[src/heat_reg_pkg.sv]
// Constants, register map and carrier types of the channel heating regulator.
package heat_reg_pkg;

	// ----------------------------------------------------------------
	// Channels and timing
	// ----------------------------------------------------------------
	localparam int NUM_CH = 7;
	localparam logic [2:0] NUM_CH_IDX = 3'h7;
	localparam int DEFAULT_ACTIVE_CH = 1;
	localparam longint unsigned CLK_HZ = 64'h0000_0000_02FA_F080;
	localparam longint unsigned MINUTE_S = 64'h0000_0000_0000_003C;
	localparam longint unsigned CYCLES_PER_MINUTE = CLK_HZ * MINUTE_S;

	// ----------------------------------------------------------------
	// Register map
	// ----------------------------------------------------------------
	localparam logic [11:0] STATUS_ADDR = 12'h100;
	localparam logic [3:0] CH_PAGE = 4'h0;
	localparam logic [2:0] OFS_CTRL = 3'h0;
	localparam logic [2:0] OFS_SETPOINT = 3'h1;
	localparam logic [2:0] OFS_HYST = 3'h2;
	localparam logic [2:0] OFS_ALARM_MIN = 3'h3;
	localparam logic [2:0] OFS_ALARM_MAX = 3'h4;
	localparam logic [2:0] OFS_PERIOD = 3'h5;
	localparam logic [2:0] OFS_ON_TIME = 3'h6;
	localparam logic [2:0] OFS_MANUAL_TIME = 3'h7;

	localparam int CTRL_ACTIVE = 0;
	localparam int CTRL_OPEN_ON_HEAT = 1;
	localparam int CTRL_DUTY_MODE = 2;
	localparam int CTRL_ALARM_EN = 3;
	localparam int CTRL_MANUAL_ON = 4;
	localparam int CTRL_MANUAL_START = 5;
	localparam int CTRL_SENSOR_LSB = 8;
	localparam int CTRL_SENSOR_MSB = 10;
	localparam int STAT_HEAT_LSB = 0;
	localparam int STAT_ALARM_LSB = 8;
	localparam int STAT_MANUAL_LSB = 16;

	// ----------------------------------------------------------------
	// Ranges and defaults, temperatures in tenths of a degree
	// ----------------------------------------------------------------
	localparam logic signed [15:0] SETPOINT_MIN = 16'shFE0C;
	localparam logic signed [15:0] SETPOINT_MAX = 16'sh07D0;
	localparam logic signed [15:0] SETPOINT_DEF = 16'sh0032;
	localparam logic signed [15:0] HYST_MIN = 16'sh0002;
	localparam logic signed [15:0] HYST_MAX = 16'sh005A;
	localparam logic signed [15:0] HYST_DEF = 16'sh0004;
	localparam logic signed [15:0] ALARM_HYST = 16'sh0002;
	localparam logic signed [15:0] ALARM_MIN_DEF = 16'sh0000;
	localparam logic signed [15:0] ALARM_MAX_DEF = 16'sh0258;
	localparam logic [9:0] PERIOD_MIN = 10'h001;
	localparam logic [9:0] PERIOD_MAX = 10'h384;
	localparam logic [9:0] PERIOD_DEF = 10'h01E;
	localparam logic [9:0] ON_TIME_MIN = 10'h000;
	localparam logic [9:0] ON_TIME_DEF = 10'h00F;
	localparam logic [9:0] MANUAL_TIME_DEF = 10'h001;

	// ----------------------------------------------------------------
	// Types
	// ----------------------------------------------------------------
	typedef logic signed [15:0] temp_t;

	typedef enum logic [2:0] {
		SENSOR_0, SENSOR_1, SENSOR_2, SENSOR_3,
		SENSOR_4, SENSOR_5, SENSOR_6, SENSOR_7
	} sensor_type_t;

	typedef struct packed {
		logic active;
		logic relay_open_on_heat;
		logic duty_cycle_mode;
		logic alarm_en;
		logic manual_heat_on;
		sensor_type_t sensor_type;
		temp_t setpoint;
		temp_t hyst;
		temp_t alarm_min;
		temp_t alarm_max;
		logic [9:0] period;
		logic [9:0] on_time;
		logic [9:0] manual_time;
	} chan_cfg_t;

	typedef struct packed {
		logic heat;
		logic relay_closed;
		logic alarm;
		logic manual_run;
	} chan_out_t;

endpackage : heat_reg_pkg

[src/channel_heating_regulator.sv]
// Seven-channel heating regulator with an APB register slave.
//
// Functional notes
// (RQ1) Seven channels, each set active or inactive on its own.
// (RQ2) Inactive channel regulates nothing and drives no heating output.
// (RQ3) After reset only channel two is active.
// (RQ4) Per-channel relay polarity: open-on-heat or closed-on-heat.
// (RQ5) Relay polarity resets to closed-on-heat.
// (RQ6) Single-sensor mode heats below setpoint, stops above it.
// (RQ7) Setpoint accepted from -50 to 200 C, default 5 C.
// (RQ8) Hysteresis accepted from 0.2 to 9 C, default 0.4 C.
// (RQ9) Off at setpoint plus hysteresis, on at setpoint minus it, else hold.
// (RQ10) Alarm enable, min and max; defaults off, 0 C, 60 C.
// (RQ11) Enabled alarm flags readings outside window, 0.2 C hysteresis; the code holds the alarm low in duty mode.
// (RQ12) Eight sensor types selectable per channel.
// (RQ13) Sensor type changes only accepted on active channels.
// (RQ14) Duty mode heats while period counter is below on-time.
// (RQ15) Period accepted from 1 to 900 minutes, default 30.
// (RQ16) On-time counts from period start, default 15 minutes.
// (RQ17) Manual override starts only on a running channel, then resumes mode.
// (RQ18) Manual override duration per channel, default one minute.
// (RQ19) Override forces heating on or off per channel, default off.
// (RQ20) Override start control defaults to stop, returns to stop on expiry.
// (RQ21) Period counter restarts at zero at each period end.
// (RQ22) Stopping the override early resumes regulation at once.
//
// Implementation choices: register access over APB and the register addresses.
`timescale 1ns/1ps
`default_nettype none

module channel_heating_regulator #(
	parameter longint unsigned CYCLES_PER_MINUTE = heat_reg_pkg::CYCLES_PER_MINUTE
) (
	input wire logic pclk,
	input wire logic presetn,
	input wire logic psel,
	input wire logic penable,
	input wire logic pwrite,
	input wire logic [11:0] paddr,
	input wire logic [31:0] pwdata,
	output logic [31:0] prdata,
	output logic pready,
	output logic pslverr,
	input wire heat_reg_pkg::temp_t [6:0] temp_in,
	output heat_reg_pkg::sensor_type_t [6:0] sensor_type,
	output heat_reg_pkg::chan_out_t [6:0] chan_out
);

	// ----------------------------------------------------------------
	// Helper functions
	// ----------------------------------------------------------------
	function automatic logic in_range(input logic signed [16:0] v, input logic signed [16:0] lo,
		input logic signed [16:0] hi);
		in_range = (v >= lo) && (v <= hi);
	endfunction : in_range

	function automatic logic signed [16:0] widen(input heat_reg_pkg::temp_t v);
		widen = {v[15], v};
	endfunction : widen

	function automatic logic [9:0] next_minute(input logic [9:0] cnt, input logic [9:0] limit);
		logic [10:0] inc;
		inc = {1'b0, cnt} + 11'h001;
		if (inc >= {1'b0, limit})
		begin
			next_minute = 10'h000;
		end
		else
		begin
			next_minute = inc[9:0];
		end
	endfunction : next_minute

	// ----------------------------------------------------------------
	// State
	// ----------------------------------------------------------------
	heat_reg_pkg::chan_cfg_t cfg [heat_reg_pkg::NUM_CH];
	logic [9:0] dc_cnt [heat_reg_pkg::NUM_CH];
	logic [9:0] man_cnt [heat_reg_pkg::NUM_CH];
	logic [6:0] thermo_heat;
	logic [6:0] alarm;
	logic [6:0] man_run;
	logic [31:0] tick_cnt;
	logic minute_tick;

	// ----------------------------------------------------------------
	// APB decode
	// ----------------------------------------------------------------
	logic access;
	logic wr_en;
	logic [2:0] sel_ch;
	logic [2:0] sel_ofs;
	logic ch_hit;
	logic stat_hit;

	assign access = psel && penable;
	assign wr_en = access && pready && pwrite;
	assign sel_ch = paddr[7:5];
	assign sel_ofs = paddr[4:2];
	assign ch_hit = (paddr[11:8] == heat_reg_pkg::CH_PAGE) && (sel_ch < heat_reg_pkg::NUM_CH_IDX);
	assign stat_hit = (paddr == heat_reg_pkg::STATUS_ADDR);

	function automatic logic wr_hit(input logic en, input logic hit, input logic [2:0] ch,
		input logic [2:0] sch, input logic [2:0] ofs, input logic [2:0] sofs);
		wr_hit = en && hit && (ch == sch) && (ofs == sofs);
	endfunction : wr_hit

	// ----------------------------------------------------------------
	// Minute time base
	// ----------------------------------------------------------------
	always_ff @(posedge pclk or negedge presetn)
	begin
		if (!presetn)
		begin
			tick_cnt <= 32'h0000_0000;
			minute_tick <= 1'b0;
		end
		else if (tick_cnt == 32'(CYCLES_PER_MINUTE - 64'h1))
		begin
			tick_cnt <= 32'h0000_0000;
			minute_tick <= 1'b1;
		end
		else
		begin
			tick_cnt <= tick_cnt + 32'h0000_0001;
			minute_tick <= 1'b0;
		end
	end

	// ----------------------------------------------------------------
	// Configuration registers
	// ----------------------------------------------------------------
	always_ff @(posedge pclk or negedge presetn)
	begin
		if (!presetn)
		begin
			for (int c = 0; c < heat_reg_pkg::NUM_CH; c++)
			begin
				cfg[c].active <= (c == heat_reg_pkg::DEFAULT_ACTIVE_CH); // [RQ1] [RQ3]
				cfg[c].relay_open_on_heat <= 1'b0; // [RQ5]
				cfg[c].duty_cycle_mode <= 1'b0;
				cfg[c].alarm_en <= 1'b0; // [RQ10]
				cfg[c].manual_heat_on <= 1'b0; // [RQ19]
				cfg[c].sensor_type <= heat_reg_pkg::SENSOR_0;
				cfg[c].setpoint <= heat_reg_pkg::SETPOINT_DEF; // [RQ7]
				cfg[c].hyst <= heat_reg_pkg::HYST_DEF; // [RQ8]
				cfg[c].alarm_min <= heat_reg_pkg::ALARM_MIN_DEF; // [RQ10]
				cfg[c].alarm_max <= heat_reg_pkg::ALARM_MAX_DEF; // [RQ10]
				cfg[c].period <= heat_reg_pkg::PERIOD_DEF; // [RQ15]
				cfg[c].on_time <= heat_reg_pkg::ON_TIME_DEF; // [RQ16]
				cfg[c].manual_time <= heat_reg_pkg::MANUAL_TIME_DEF; // [RQ18]
			end
		end
		else
		begin
			for (int c = 0; c < heat_reg_pkg::NUM_CH; c++)
			begin
				if (wr_hit(wr_en, ch_hit, 3'(c), sel_ch, heat_reg_pkg::OFS_CTRL, sel_ofs))
				begin
					cfg[c].active <= pwdata[heat_reg_pkg::CTRL_ACTIVE]; // [RQ1]
					cfg[c].relay_open_on_heat <= pwdata[heat_reg_pkg::CTRL_OPEN_ON_HEAT]; // [RQ4]
					cfg[c].duty_cycle_mode <= pwdata[heat_reg_pkg::CTRL_DUTY_MODE];
					cfg[c].alarm_en <= pwdata[heat_reg_pkg::CTRL_ALARM_EN]; // [RQ10]
					cfg[c].manual_heat_on <= pwdata[heat_reg_pkg::CTRL_MANUAL_ON]; // [RQ19]
					if (cfg[c].active)
					begin
						cfg[c].sensor_type <= heat_reg_pkg::sensor_type_t'(
							pwdata[heat_reg_pkg::CTRL_SENSOR_MSB:heat_reg_pkg::CTRL_SENSOR_LSB]); // [RQ12] [RQ13]
					end
				end
				if (wr_hit(wr_en, ch_hit, 3'(c), sel_ch, heat_reg_pkg::OFS_SETPOINT, sel_ofs)
					&& in_range(widen(pwdata[15:0]), widen(heat_reg_pkg::SETPOINT_MIN),
					widen(heat_reg_pkg::SETPOINT_MAX)))
				begin
					cfg[c].setpoint <= pwdata[15:0]; // [RQ7]
				end
				if (wr_hit(wr_en, ch_hit, 3'(c), sel_ch, heat_reg_pkg::OFS_HYST, sel_ofs)
					&& in_range(widen(pwdata[15:0]), widen(heat_reg_pkg::HYST_MIN),
					widen(heat_reg_pkg::HYST_MAX)))
				begin
					cfg[c].hyst <= pwdata[15:0]; // [RQ8]
				end
				if (wr_hit(wr_en, ch_hit, 3'(c), sel_ch, heat_reg_pkg::OFS_ALARM_MIN, sel_ofs))
				begin
					cfg[c].alarm_min <= pwdata[15:0]; // [RQ10]
				end
				if (wr_hit(wr_en, ch_hit, 3'(c), sel_ch, heat_reg_pkg::OFS_ALARM_MAX, sel_ofs))
				begin
					cfg[c].alarm_max <= pwdata[15:0]; // [RQ10]
				end
				if (wr_hit(wr_en, ch_hit, 3'(c), sel_ch, heat_reg_pkg::OFS_PERIOD, sel_ofs)
					&& (pwdata[31:10] == 22'h00_0000)
					&& (pwdata[9:0] >= heat_reg_pkg::PERIOD_MIN)
					&& (pwdata[9:0] <= heat_reg_pkg::PERIOD_MAX))
				begin
					cfg[c].period <= pwdata[9:0]; // [RQ15]
				end
				if (wr_hit(wr_en, ch_hit, 3'(c), sel_ch, heat_reg_pkg::OFS_ON_TIME, sel_ofs)
					&& (pwdata[31:10] == 22'h00_0000)
					&& (pwdata[9:0] >= heat_reg_pkg::ON_TIME_MIN)
					&& (pwdata[9:0] <= heat_reg_pkg::PERIOD_MAX))
				begin
					cfg[c].on_time <= pwdata[9:0]; // [RQ16]
				end
				if (wr_hit(wr_en, ch_hit, 3'(c), sel_ch, heat_reg_pkg::OFS_MANUAL_TIME, sel_ofs)
					&& (pwdata[31:10] == 22'h00_0000)
					&& (pwdata[9:0] >= heat_reg_pkg::PERIOD_MIN)
					&& (pwdata[9:0] <= heat_reg_pkg::PERIOD_MAX))
				begin
					cfg[c].manual_time <= pwdata[9:0]; // [RQ18]
				end
			end
		end
	end

	// ----------------------------------------------------------------
	// Thermostat with hysteresis and alarm window
	// ----------------------------------------------------------------
	always_ff @(posedge pclk or negedge presetn)
	begin
		if (!presetn)
		begin
			thermo_heat <= 7'h00;
			alarm <= 7'h00;
		end
		else
		begin
			for (int c = 0; c < heat_reg_pkg::NUM_CH; c++)
			begin
				if (!cfg[c].active || cfg[c].duty_cycle_mode)
				begin
					thermo_heat[c] <= 1'b0; // [RQ2]
					alarm[c] <= 1'b0;
				end
				else
				begin
					if (widen(temp_in[c]) >= widen(cfg[c].setpoint) + widen(cfg[c].hyst))
					begin
						thermo_heat[c] <= 1'b0; // [RQ6] [RQ9]
					end
					else if (widen(temp_in[c]) <= widen(cfg[c].setpoint) - widen(cfg[c].hyst))
					begin
						thermo_heat[c] <= 1'b1; // [RQ6] [RQ9]
					end
					if (!cfg[c].alarm_en)
					begin
						alarm[c] <= 1'b0; // [RQ10]
					end
					else if (!in_range(widen(temp_in[c]), widen(cfg[c].alarm_min),
						widen(cfg[c].alarm_max)))
					begin
						alarm[c] <= 1'b1; // [RQ11]
					end
					else if (in_range(widen(temp_in[c]),
						widen(cfg[c].alarm_min) + widen(heat_reg_pkg::ALARM_HYST),
						widen(cfg[c].alarm_max) - widen(heat_reg_pkg::ALARM_HYST)))
					begin
						alarm[c] <= 1'b0; // [RQ11]
					end
				end
			end
		end
	end

	// ----------------------------------------------------------------
	// Duty-cycle period counters
	// ----------------------------------------------------------------
	always_ff @(posedge pclk or negedge presetn)
	begin
		if (!presetn)
		begin
			for (int c = 0; c < heat_reg_pkg::NUM_CH; c++)
			begin
				dc_cnt[c] <= 10'h000;
			end
		end
		else
		begin
			for (int c = 0; c < heat_reg_pkg::NUM_CH; c++)
			begin
				if (!cfg[c].active || !cfg[c].duty_cycle_mode)
				begin
					dc_cnt[c] <= 10'h000;
				end
				else if (minute_tick)
				begin
					dc_cnt[c] <= next_minute(dc_cnt[c], cfg[c].period); // [RQ21]
				end
			end
		end
	end

	// ----------------------------------------------------------------
	// Manual override
	// ----------------------------------------------------------------
	always_ff @(posedge pclk or negedge presetn)
	begin
		if (!presetn)
		begin
			man_run <= 7'h00; // [RQ20]
			for (int c = 0; c < heat_reg_pkg::NUM_CH; c++)
			begin
				man_cnt[c] <= 10'h000;
			end
		end
		else
		begin
			for (int c = 0; c < heat_reg_pkg::NUM_CH; c++)
			begin
				if (!cfg[c].active)
				begin
					man_run[c] <= 1'b0;
				end
				else if (wr_hit(wr_en, ch_hit, 3'(c), sel_ch, heat_reg_pkg::OFS_CTRL, sel_ofs)
					&& !pwdata[heat_reg_pkg::CTRL_MANUAL_START])
				begin
					man_run[c] <= 1'b0; // [RQ22]
				end
				else if (wr_hit(wr_en, ch_hit, 3'(c), sel_ch, heat_reg_pkg::OFS_CTRL, sel_ofs)
					&& !man_run[c] && pwdata[heat_reg_pkg::CTRL_ACTIVE])
				begin
					man_run[c] <= 1'b1; // [RQ17]
					man_cnt[c] <= 10'h000;
				end
				else if (man_run[c] && minute_tick)
				begin
					man_cnt[c] <= next_minute(man_cnt[c], cfg[c].manual_time); // [RQ18]
					if (next_minute(man_cnt[c], cfg[c].manual_time) == 10'h000)
					begin
						man_run[c] <= 1'b0; // [RQ20]
					end
				end
			end
		end
	end

	// ----------------------------------------------------------------
	// Channel outputs
	// ----------------------------------------------------------------
	always_ff @(posedge pclk or negedge presetn)
	begin
		if (!presetn)
		begin
			chan_out <= '0;
		end
		else
		begin
			for (int c = 0; c < heat_reg_pkg::NUM_CH; c++)
			begin
				logic next_heat;
				next_heat = 1'b0;
				if (!cfg[c].active)
				begin
					next_heat = 1'b0; // [RQ2]
				end
				else if (man_run[c])
				begin
					next_heat = cfg[c].manual_heat_on; // [RQ19]
				end
				else if (cfg[c].duty_cycle_mode)
				begin
					next_heat = (dc_cnt[c] < cfg[c].on_time); // [RQ14] [RQ16]
				end
				else
				begin
					next_heat = thermo_heat[c]; // [RQ6]
				end
				chan_out[c].heat <= next_heat;
				chan_out[c].relay_closed <= next_heat ^ cfg[c].relay_open_on_heat; // [RQ4]
				chan_out[c].alarm <= alarm[c];
				chan_out[c].manual_run <= man_run[c];
			end
		end
	end

	always_comb
	begin
		for (int c = 0; c < heat_reg_pkg::NUM_CH; c++)
		begin
			sensor_type[c] = cfg[c].sensor_type; // [RQ12]
		end
	end

	// ----------------------------------------------------------------
	// APB read and handshake
	// ----------------------------------------------------------------
	always_ff @(posedge pclk or negedge presetn)
	begin
		if (!presetn)
		begin
			pready <= 1'b0;
			pslverr <= 1'b0;
			prdata <= 32'h0000_0000;
		end
		else if (access && !pready)
		begin
			pready <= 1'b1;
			pslverr <= !(ch_hit || stat_hit);
			prdata <= 32'h0000_0000;
			if (!pwrite && stat_hit)
			begin
				prdata[heat_reg_pkg::STAT_HEAT_LSB +: heat_reg_pkg::NUM_CH] <= thermo_heat;
				prdata[heat_reg_pkg::STAT_ALARM_LSB +: heat_reg_pkg::NUM_CH] <= alarm;
				prdata[heat_reg_pkg::STAT_MANUAL_LSB +: heat_reg_pkg::NUM_CH] <= man_run;
			end
			else if (!pwrite && ch_hit)
			begin
				unique case (sel_ofs)
					heat_reg_pkg::OFS_CTRL:
					begin
						prdata[heat_reg_pkg::CTRL_ACTIVE] <= cfg[sel_ch].active;
						prdata[heat_reg_pkg::CTRL_OPEN_ON_HEAT] <= cfg[sel_ch].relay_open_on_heat;
						prdata[heat_reg_pkg::CTRL_DUTY_MODE] <= cfg[sel_ch].duty_cycle_mode;
						prdata[heat_reg_pkg::CTRL_ALARM_EN] <= cfg[sel_ch].alarm_en;
						prdata[heat_reg_pkg::CTRL_MANUAL_ON] <= cfg[sel_ch].manual_heat_on;
						prdata[heat_reg_pkg::CTRL_MANUAL_START] <= man_run[sel_ch];
						prdata[heat_reg_pkg::CTRL_SENSOR_MSB:heat_reg_pkg::CTRL_SENSOR_LSB]
							<= cfg[sel_ch].sensor_type;
					end
					heat_reg_pkg::OFS_SETPOINT:
					begin
						prdata <= 32'(cfg[sel_ch].setpoint);
					end
					heat_reg_pkg::OFS_HYST:
					begin
						prdata <= 32'(cfg[sel_ch].hyst);
					end
					heat_reg_pkg::OFS_ALARM_MIN:
					begin
						prdata <= 32'(cfg[sel_ch].alarm_min);
					end
					heat_reg_pkg::OFS_ALARM_MAX:
					begin
						prdata <= 32'(cfg[sel_ch].alarm_max);
					end
					heat_reg_pkg::OFS_PERIOD:
					begin
						prdata <= {6'h00, dc_cnt[sel_ch], 6'h00, cfg[sel_ch].period};
					end
					heat_reg_pkg::OFS_ON_TIME:
					begin
						prdata[9:0] <= cfg[sel_ch].on_time;
					end
					heat_reg_pkg::OFS_MANUAL_TIME:
					begin
						prdata <= {6'h00, man_cnt[sel_ch], 6'h00, cfg[sel_ch].manual_time};
					end
				endcase
			end
		end
		else
		begin
			pready <= 1'b0;
			pslverr <= 1'b0;
		end
	end

endmodule : channel_heating_regulator

`default_nettype wire

[config.mk]
export PLATFORM = sky130hd
export DESIGN_NAME = channel_heating_regulator
export DESIGN_NICKNAME = d
export VERILOG_FILES = /design/src/heat_reg_pkg.sv /design/src/channel_heating_regulator.sv
export SDC_FILE = /design/constraint.sdc
export NUM_CORES = 2
export LEC_CHECK = 0
export BUFFER_PORTS_ARGS = -buffer_cell sky130_fd_sc_hd__buf_2
export CELL_PAD_IN_SITES_DETAIL_PLACEMENT = 0
export CELL_PAD_IN_SITES_GLOBAL_PLACEMENT = 1
export CORE_ASPECT_RATIO = 0.7
export CORE_UTILIZATION = 45
export CTS_CLUSTER_SIZE = 24
export DETAILED_ROUTE_END_ITERATION = 10
export GPL_ROUTABILITY_DRIVEN = 1
export PLACE_DENSITY = 0.84
export SYNTH_ARGS = -nofsm -noshare
export SYNTH_HDL_FRONTEND = slang
export SYNTH_SLANG_ARGS = --single-unit
[constraint.sdc]
create_clock -name pclk -period 3.9 [get_ports pclk]
set_clock_uncertainty 0.05 [all_clocks]
set_input_delay 0.195 -clock pclk [delete_from_list [all_inputs] [get_ports pclk]]
set_output_delay 0.195 -clock pclk [all_outputs]
set_load 0.01 [all_outputs]
## Yosys cells after proc, flatten, opt, wreduce, memory -nomap -nowiden

Index checks and enable logic that the tools add are counted.

| word-level totals | value |
|---|---|
| register bits after elaboration | 970 |
| word-level logic and storage cells | 813 |

| cells by class | value |
|---|---|
| equality and inequality tests | 43 |
| add/subtract/negate cells | 43 |
| bitwise operators | 15 |
| order comparisons | 73 |
| muxes and demuxes | 195 |
| reductions and logical operators | 285 |

Operators with widths:

| kind | number |
|---|---|
| two-way mux 10 bit | 67 |
| binary-select mux 102 bit (select 3 bit) | 1 |
| >= comparator 16 x 17 -> 1 bit | 14 |
| <= comparator 16 x 17 -> 1 bit | 14 |
| two-way mux 102 bit | 2 |
| logical AND 1 bit | 192 |
| adder 10 x 1 -> 11 bit (second input constant) | 14 |
| >= comparator 11 x 10 -> 1 bit | 14 |
| one-hot mux 21 bit (6 select lines) | 1 |
| adder 16 x 16 -> 17 bit | 7 |
| adder 16 x 3 -> 17 bit (second input constant) | 7 |
| subtractor 16 x 16 -> 17 bit | 7 |
| subtractor 16 x 3 -> 17 bit (second input constant) | 7 |
| >= comparator 16 bit | 7 |
| <= comparator 16 bit | 7 |
| two-way mux 1 bit | 111 |
| logical NOT 10 bit | 7 |
| less-than comparator 10 bit | 7 |
| two-way mux 32 bit | 2 |
| binary-select mux 10 bit (select 3 bit) | 2 |
| != test 4 x 1 -> 1 bit (second input constant) | 14 |
| one-hot mux 6 bit (8 select lines) | 1 |
| adder 32 x 1 -> 32 bit (second input constant) | 1 |
| == test 32 bit (second input constant) | 1 |
| other kinds (35) | 147 |

## Logic depth before layout (Yosys ltp)

| depth | value |
|---|---|
| depth in word-level cells | 17 |
| mapped depth | 19 |
| gate-level depth less buffers | 19 |

## Worst setup path after synthesis

No wires, ideal clock.

| timing | value |
|---|---|
| path type | reg-to-reg |
| from | reg cfg[268] (netlist name) |
| to | reg thermo_heat[4] |
| arrival time | 3.828 ns |
| clock period less this slack | 3.984 ns |
| cell stages (with the launch flop) | 19 |
| buffers on the path | 1 |
| setup slack | -0.084 ns |
| setup time | 0.105 ns |
| cell sequence | dfstp_2 inv_1 ha_1 clkbuf_1 nor2b_1 o31a_1 o211ai_1 a2111oi_0 o22a_1 a21o_1 a21oi_1 xor2_1 ha_1 a21o_1 a2111oi_0 o21ai_0 a21oi_1 a2111oi_0 nor4b_1 |

| between the ends | value |
|---|---|
| word-level cells in the longest chain between the ends | 4 |

Ends and longest elaborated chain:

| what | line | RTL |
|---|---|---|
| from (decl) | channel_heating_regulator.sv:77 | `heat_reg_pkg::chan_cfg_t cfg [heat_reg_pkg::NUM_CH];` |
| adder 16 x 16 -> 17 bit | channel_heating_regulator.sv:237 | `if (widen(temp_in[c]) >= widen(cfg[c].setpoint) + widen(cfg[c].hyst))` |
| >= comparator 16 x 17 -> 1 bit | channel_heating_regulator.sv:237 |  |
| two-way mux 1 bit | channel_heating_regulator.sv:237 |  |
| two-way mux 1 bit | channel_heating_regulator.sv:230 | `if (!cfg[c].active \|\| cfg[c].duty_cycle_mode)` |
| to (signal, indexed assignment) | channel_heating_regulator.sv:232 | `thermo_heat[c] <= 1'b0;` |
| to (signal, indexed assignment) | channel_heating_regulator.sv:239 | `thermo_heat[c] <= 1'b0;` |
| to (signal, indexed assignment) | channel_heating_regulator.sv:243 | `thermo_heat[c] <= 1'b1;` |
| to (decl) | channel_heating_regulator.sv:80 | `logic [6:0] thermo_heat;` |

Parallel ways exist; a longest one is shown, timed or not.
A chain may end at the register's enable or synchronous reset.

## Final worst setup path

| timing | value |
|---|---|
| from | reg cfg[266] (netlist name) |
| to | reg thermo_heat[4] |

Same word-level chain as after synthesis.

==> key figures <==
Die
  – Rows: 129
  – Die width: 505.9 um
  – IO Pins: 244
  – Std-Cell Core Area: 176,600 sq um
  – Starting density of the core: 45.29%
  – Total Die Area: 179,400 sq um
  – Chip Height: 354.7 um

Placed design
  – Port bufs: 243
  – Final GP Congestion: 1.071
  – Dpl hpwl: about 250,000 um
  – DP Worst Slack: -0.2580 ns

Setup path
  – CP top delay family: compound AO/OA/AOI/OAI gates
  – WP data required: 4.53 ns
  – CP Buf/Inv Count: 1
  – Slowest CP cell: dfrtp_1
  – Crit path largest cell delay: 0.42 ns
  – CP Class: reg -> reg
  – Critical path origin: cfg[266]$_DFFE_PN0P_
  – CP Cell Sequence: ha_4, fa_2, nor2b_2, o31a_1, o211ai_1, buf_4, a2111oi_4, o22a_1, a21o_1, a21oi_2, xor2_1, ha_1, a21o_1, a2111oi_4, o21ai_1, a21oi_2, a2111oi_2, nor4b_2
  – Crit-path max FO: 2
  – Crit path capture type: flop
  – Reg-to-reg startpoint: cfg[266]$_DFFE_PN0P_
  – R2R Setup Slk: -0.005 ns
  – CP Launch Type: flop
  – WP data arrival: between 4 and 5 ns

Clocking
  – CTS Sinks: ~960
  – CTS Buf Count: 105
  – Clock Root Buffer: clkbuf_16
  – Htree depth: 3
  – Clk_lat worst skew: 0.80 ns
  – Worst-path clk slew: 0.07 ns
  – CTS tree: done
  – Clock Path Buffers: 3

Yosys
  – Area contributors post-synth: dfrtp_1 26%, ha_1 18%, mux2_2 4.5%
  – Library cells used by synthesis: 87
  – Post-synth ARST share: 100.0%
  – Largest area contributor in the netlist: dfrtp_1
  – Synth Cell Area: 79,970 sq um
  – Synth Instances: just under 9,000
  – Top-area cell type share of the netlist area: 26.41%
  – Syn_nets: 10,090
  – Dominant synthesized flop cell: dfrtp_1
  – Syn avg cell area: 9.119 sq um
  – Post-synthesis sequential area ratio: 30.35%
  – Yosys reg bits: 964
  – Post-synth EDFFs: 0
  – Syn. warnings: 0

STA
  – Slew at the pin with the worst max-slew slack: 1.466 ns
  – Slew headroom: 1.026%
  – Period Utilization, post-route: 100.1%
  – PnR worst setup slack: -0.005002 ns
  – Final setup viols: 1
  – Worst hold slack: approximately 0.059 ns
  – Final Hold Viols: 0
  – Tmin final: a little under 4 ns
  – RSZ-0062 raised after global routing: true
  – Fmax: about 260 MHz
  – Max Slew Vio Count: 0
  – Accumulated negative setup slack: -0.005002 ns

Drt
  – Routed Antenna Nets: 0
  – Avg WL per Cell: 27.90 um
  – Vias: 71,980
  – Drt drc: 0
  – Drt via density: between 6 and 7
  – 1st-iter DRT viols: 8,595
  – Pre-antenna DRT Iters: 8
  – Total Routed Length: 322,900 um

Global routing
  – Vias in the first global route: approximately 68,000
  – Largest net degree at the start of global routing: around 130
  – GRT Overall Usage: 35.28%
  – Total gr overflow: 0
  – Initial antenna violation count: 17
  – First-pass GRT wire length: 467,600 um

Run status
  – Status: finished, violations left
  – Failing checks: max-capacitance violations, negative setup slack

Layout
  – Area Growth Syn to Fin: 12.90%
  – Fin util: 51.14%
  – Post-layout net count: between 10,000 and 15,000
  – Share of post-route cells with drive strength above 1: roughly 17%

Pwr
  – Power Dens Cells: 265.3 nW/um^2
  – Worst IR Drop VDD: roughly 0.33 mV
  – Leakage power total: 0.04359 uW

Worst hold path
  – Worst Hold Class: in -> reg
  – Hold path start: temp_in[93]

Flow run
  – Max Cap Viol: 1
==> area by class of cell <==
cell class,instances,area [sq um]
Antenna cell,6,15.01
Clock buffer,147,3027
Clock inverter,51,754.5
Fill cell,16420,86280
Inverter,714,2683
Multi-Input combinational cell,6680,51990
Sequential cell,964,24280
Tap cell,2358,2950
Timing Repair Buffer,655,4598
==> flip-flops by register name (all words and copies together) (netlist names) <==
signal	flops
dc_cnt	70
man_cnt	70
pslverr	1
pready	1
prdata	26
man_run	7
thermo_heat	7
chan_out	28
minute_tick	1
tick_cnt	32
cfg	693
alarm	7
sensor_type	21
==> cell usage in the layout, fill, tap and decap left out, drive strengths merged, types with 36 or more instances in the layout <==
cell and n:
dfstp 120, xnor2 380, nor3 151, dfrtp 844, clkbuf 148, nand2b 110
and3 77, nor4 52, o21a 79, o21ai 690, nor2 519, mux4 123
ha 1142, a21oi 405, xor2 104, a2111oi 44, buf 633, nand2 791
nand3 215, a22o 58, inv 716, a21o 230, o21bai 53, o31ai 36
nand4 129, nor2b 119, mux2 322, mux2i 128, a211oi 54, or3 36
o22ai 111, o211ai 50
==> path summary, 6_finish.rpt <==
kind                       depth (start not counted)                         end
setup reg to reg                                  18  thermo_heat[4]$_DFFE_PN0P_
setup / recovery                                  18  thermo_heat[4]$_DFFE_PN0P_
min in group asynchronous                          2         cfg[10]$_DFFE_PN1P_
hold reg to reg                                    1       tick_cnt[8]$_DFF_PN0_
max in group asynchronous                          4        cfg[459]$_DFFE_PN0P_
hold / removal                                     4  thermo_heat[5]$_DFFE_PN0P_
==> report_power, final <==
| part | leakage [uW] | internal [uW] | switching, uW | total, uW |
|---|---|---|---|---|
| sequential | 0.0113 | 10000 | 32.4 | 10100 |
| combinational | 0.0305 | 785 | 1800 | 2590 |
| clock | 0.00184 | 6500 | 4800 | 11300 |
==> timing repair <==
item	CTS	global route
endpoints found under the setup margin	6	13
hold endpoints to repair	732	0
resized for setup	30	125
pin swaps	18	53
buffers inserted	5	13
hold buffers	22	0
==> Yosys cell counts, types with 53 or more instances <==
master,count
nor3_1,150
a211oi_1,54
nor2_1,507
buf_2,66
nand2_1,791
a21oi_1,405
dfrtp_1,844
nand4_1,129
nand2b_1,110
ha_1,1142
mux4_2,123
inv_1,712
xor2_1,104
mux2_2,322
and3_1,77
nor2b_1,119
a21o_1,230
o22ai_1,111
o21a_1,79
a22o_1,58
dfstp_2,120
clkbuf_1,299
xnor2_1,380
o21bai_1,53
nand3_1,215
mux2i_1,128
o21ai_0,685
==> metal layers <==
layer  GRT usage (%)  vias to the layer above  wire length, um
met3           11.46                      673            40380
met1           51.04                    35360           141700
met5          0.8386                        -              226
met2           47.52                     3781           125100
li1                -                    32160                -
met4           14.50                        8            15420
==> worst register-to-register path: stages, from the launching register on <==
cell,delay [ns]
dfrtp_1,0.42
ha_4,0.18
fa_2,0.36
nor2b_2,0.14
o31a_1,0.17
o211ai_1,0.10
buf_4,0.17
a2111oi_4,0.33
o22a_1,0.26
a21o_1,0.14
a21oi_2,0.05
xor2_1,0.15
ha_1,0.29
a21o_1,0.21
a2111oi_4,0.27
o21ai_1,0.12
a21oi_2,0.13
a2111oi_2,0.05
nor4b_2,0.20
==> per-stage QoR <==
step	total power [uW]	instances	cell area, sq um
final	23950	11580	90290
after global routing	24520	11570	90280
after CTS	23900	11560	89660
after detailed placement	12690	11330	85480
after global placement	12640	11330	85480
after floorplan	11370	8770	79990
==> kinds of logic after synthesis <==
kind of cell    Yosys count  share of synthesized area (%)
fa+ha+maj              1156                          18.22
compound gates         2101                          16.80
mux                     573                          9.600
buf+inv                1126                          5.543
xor+xnor                484                          5.301
flops                   964                          30.35
simple gates           2366                          14.18
No activity file was read; power rests on OpenSTA's default activity.
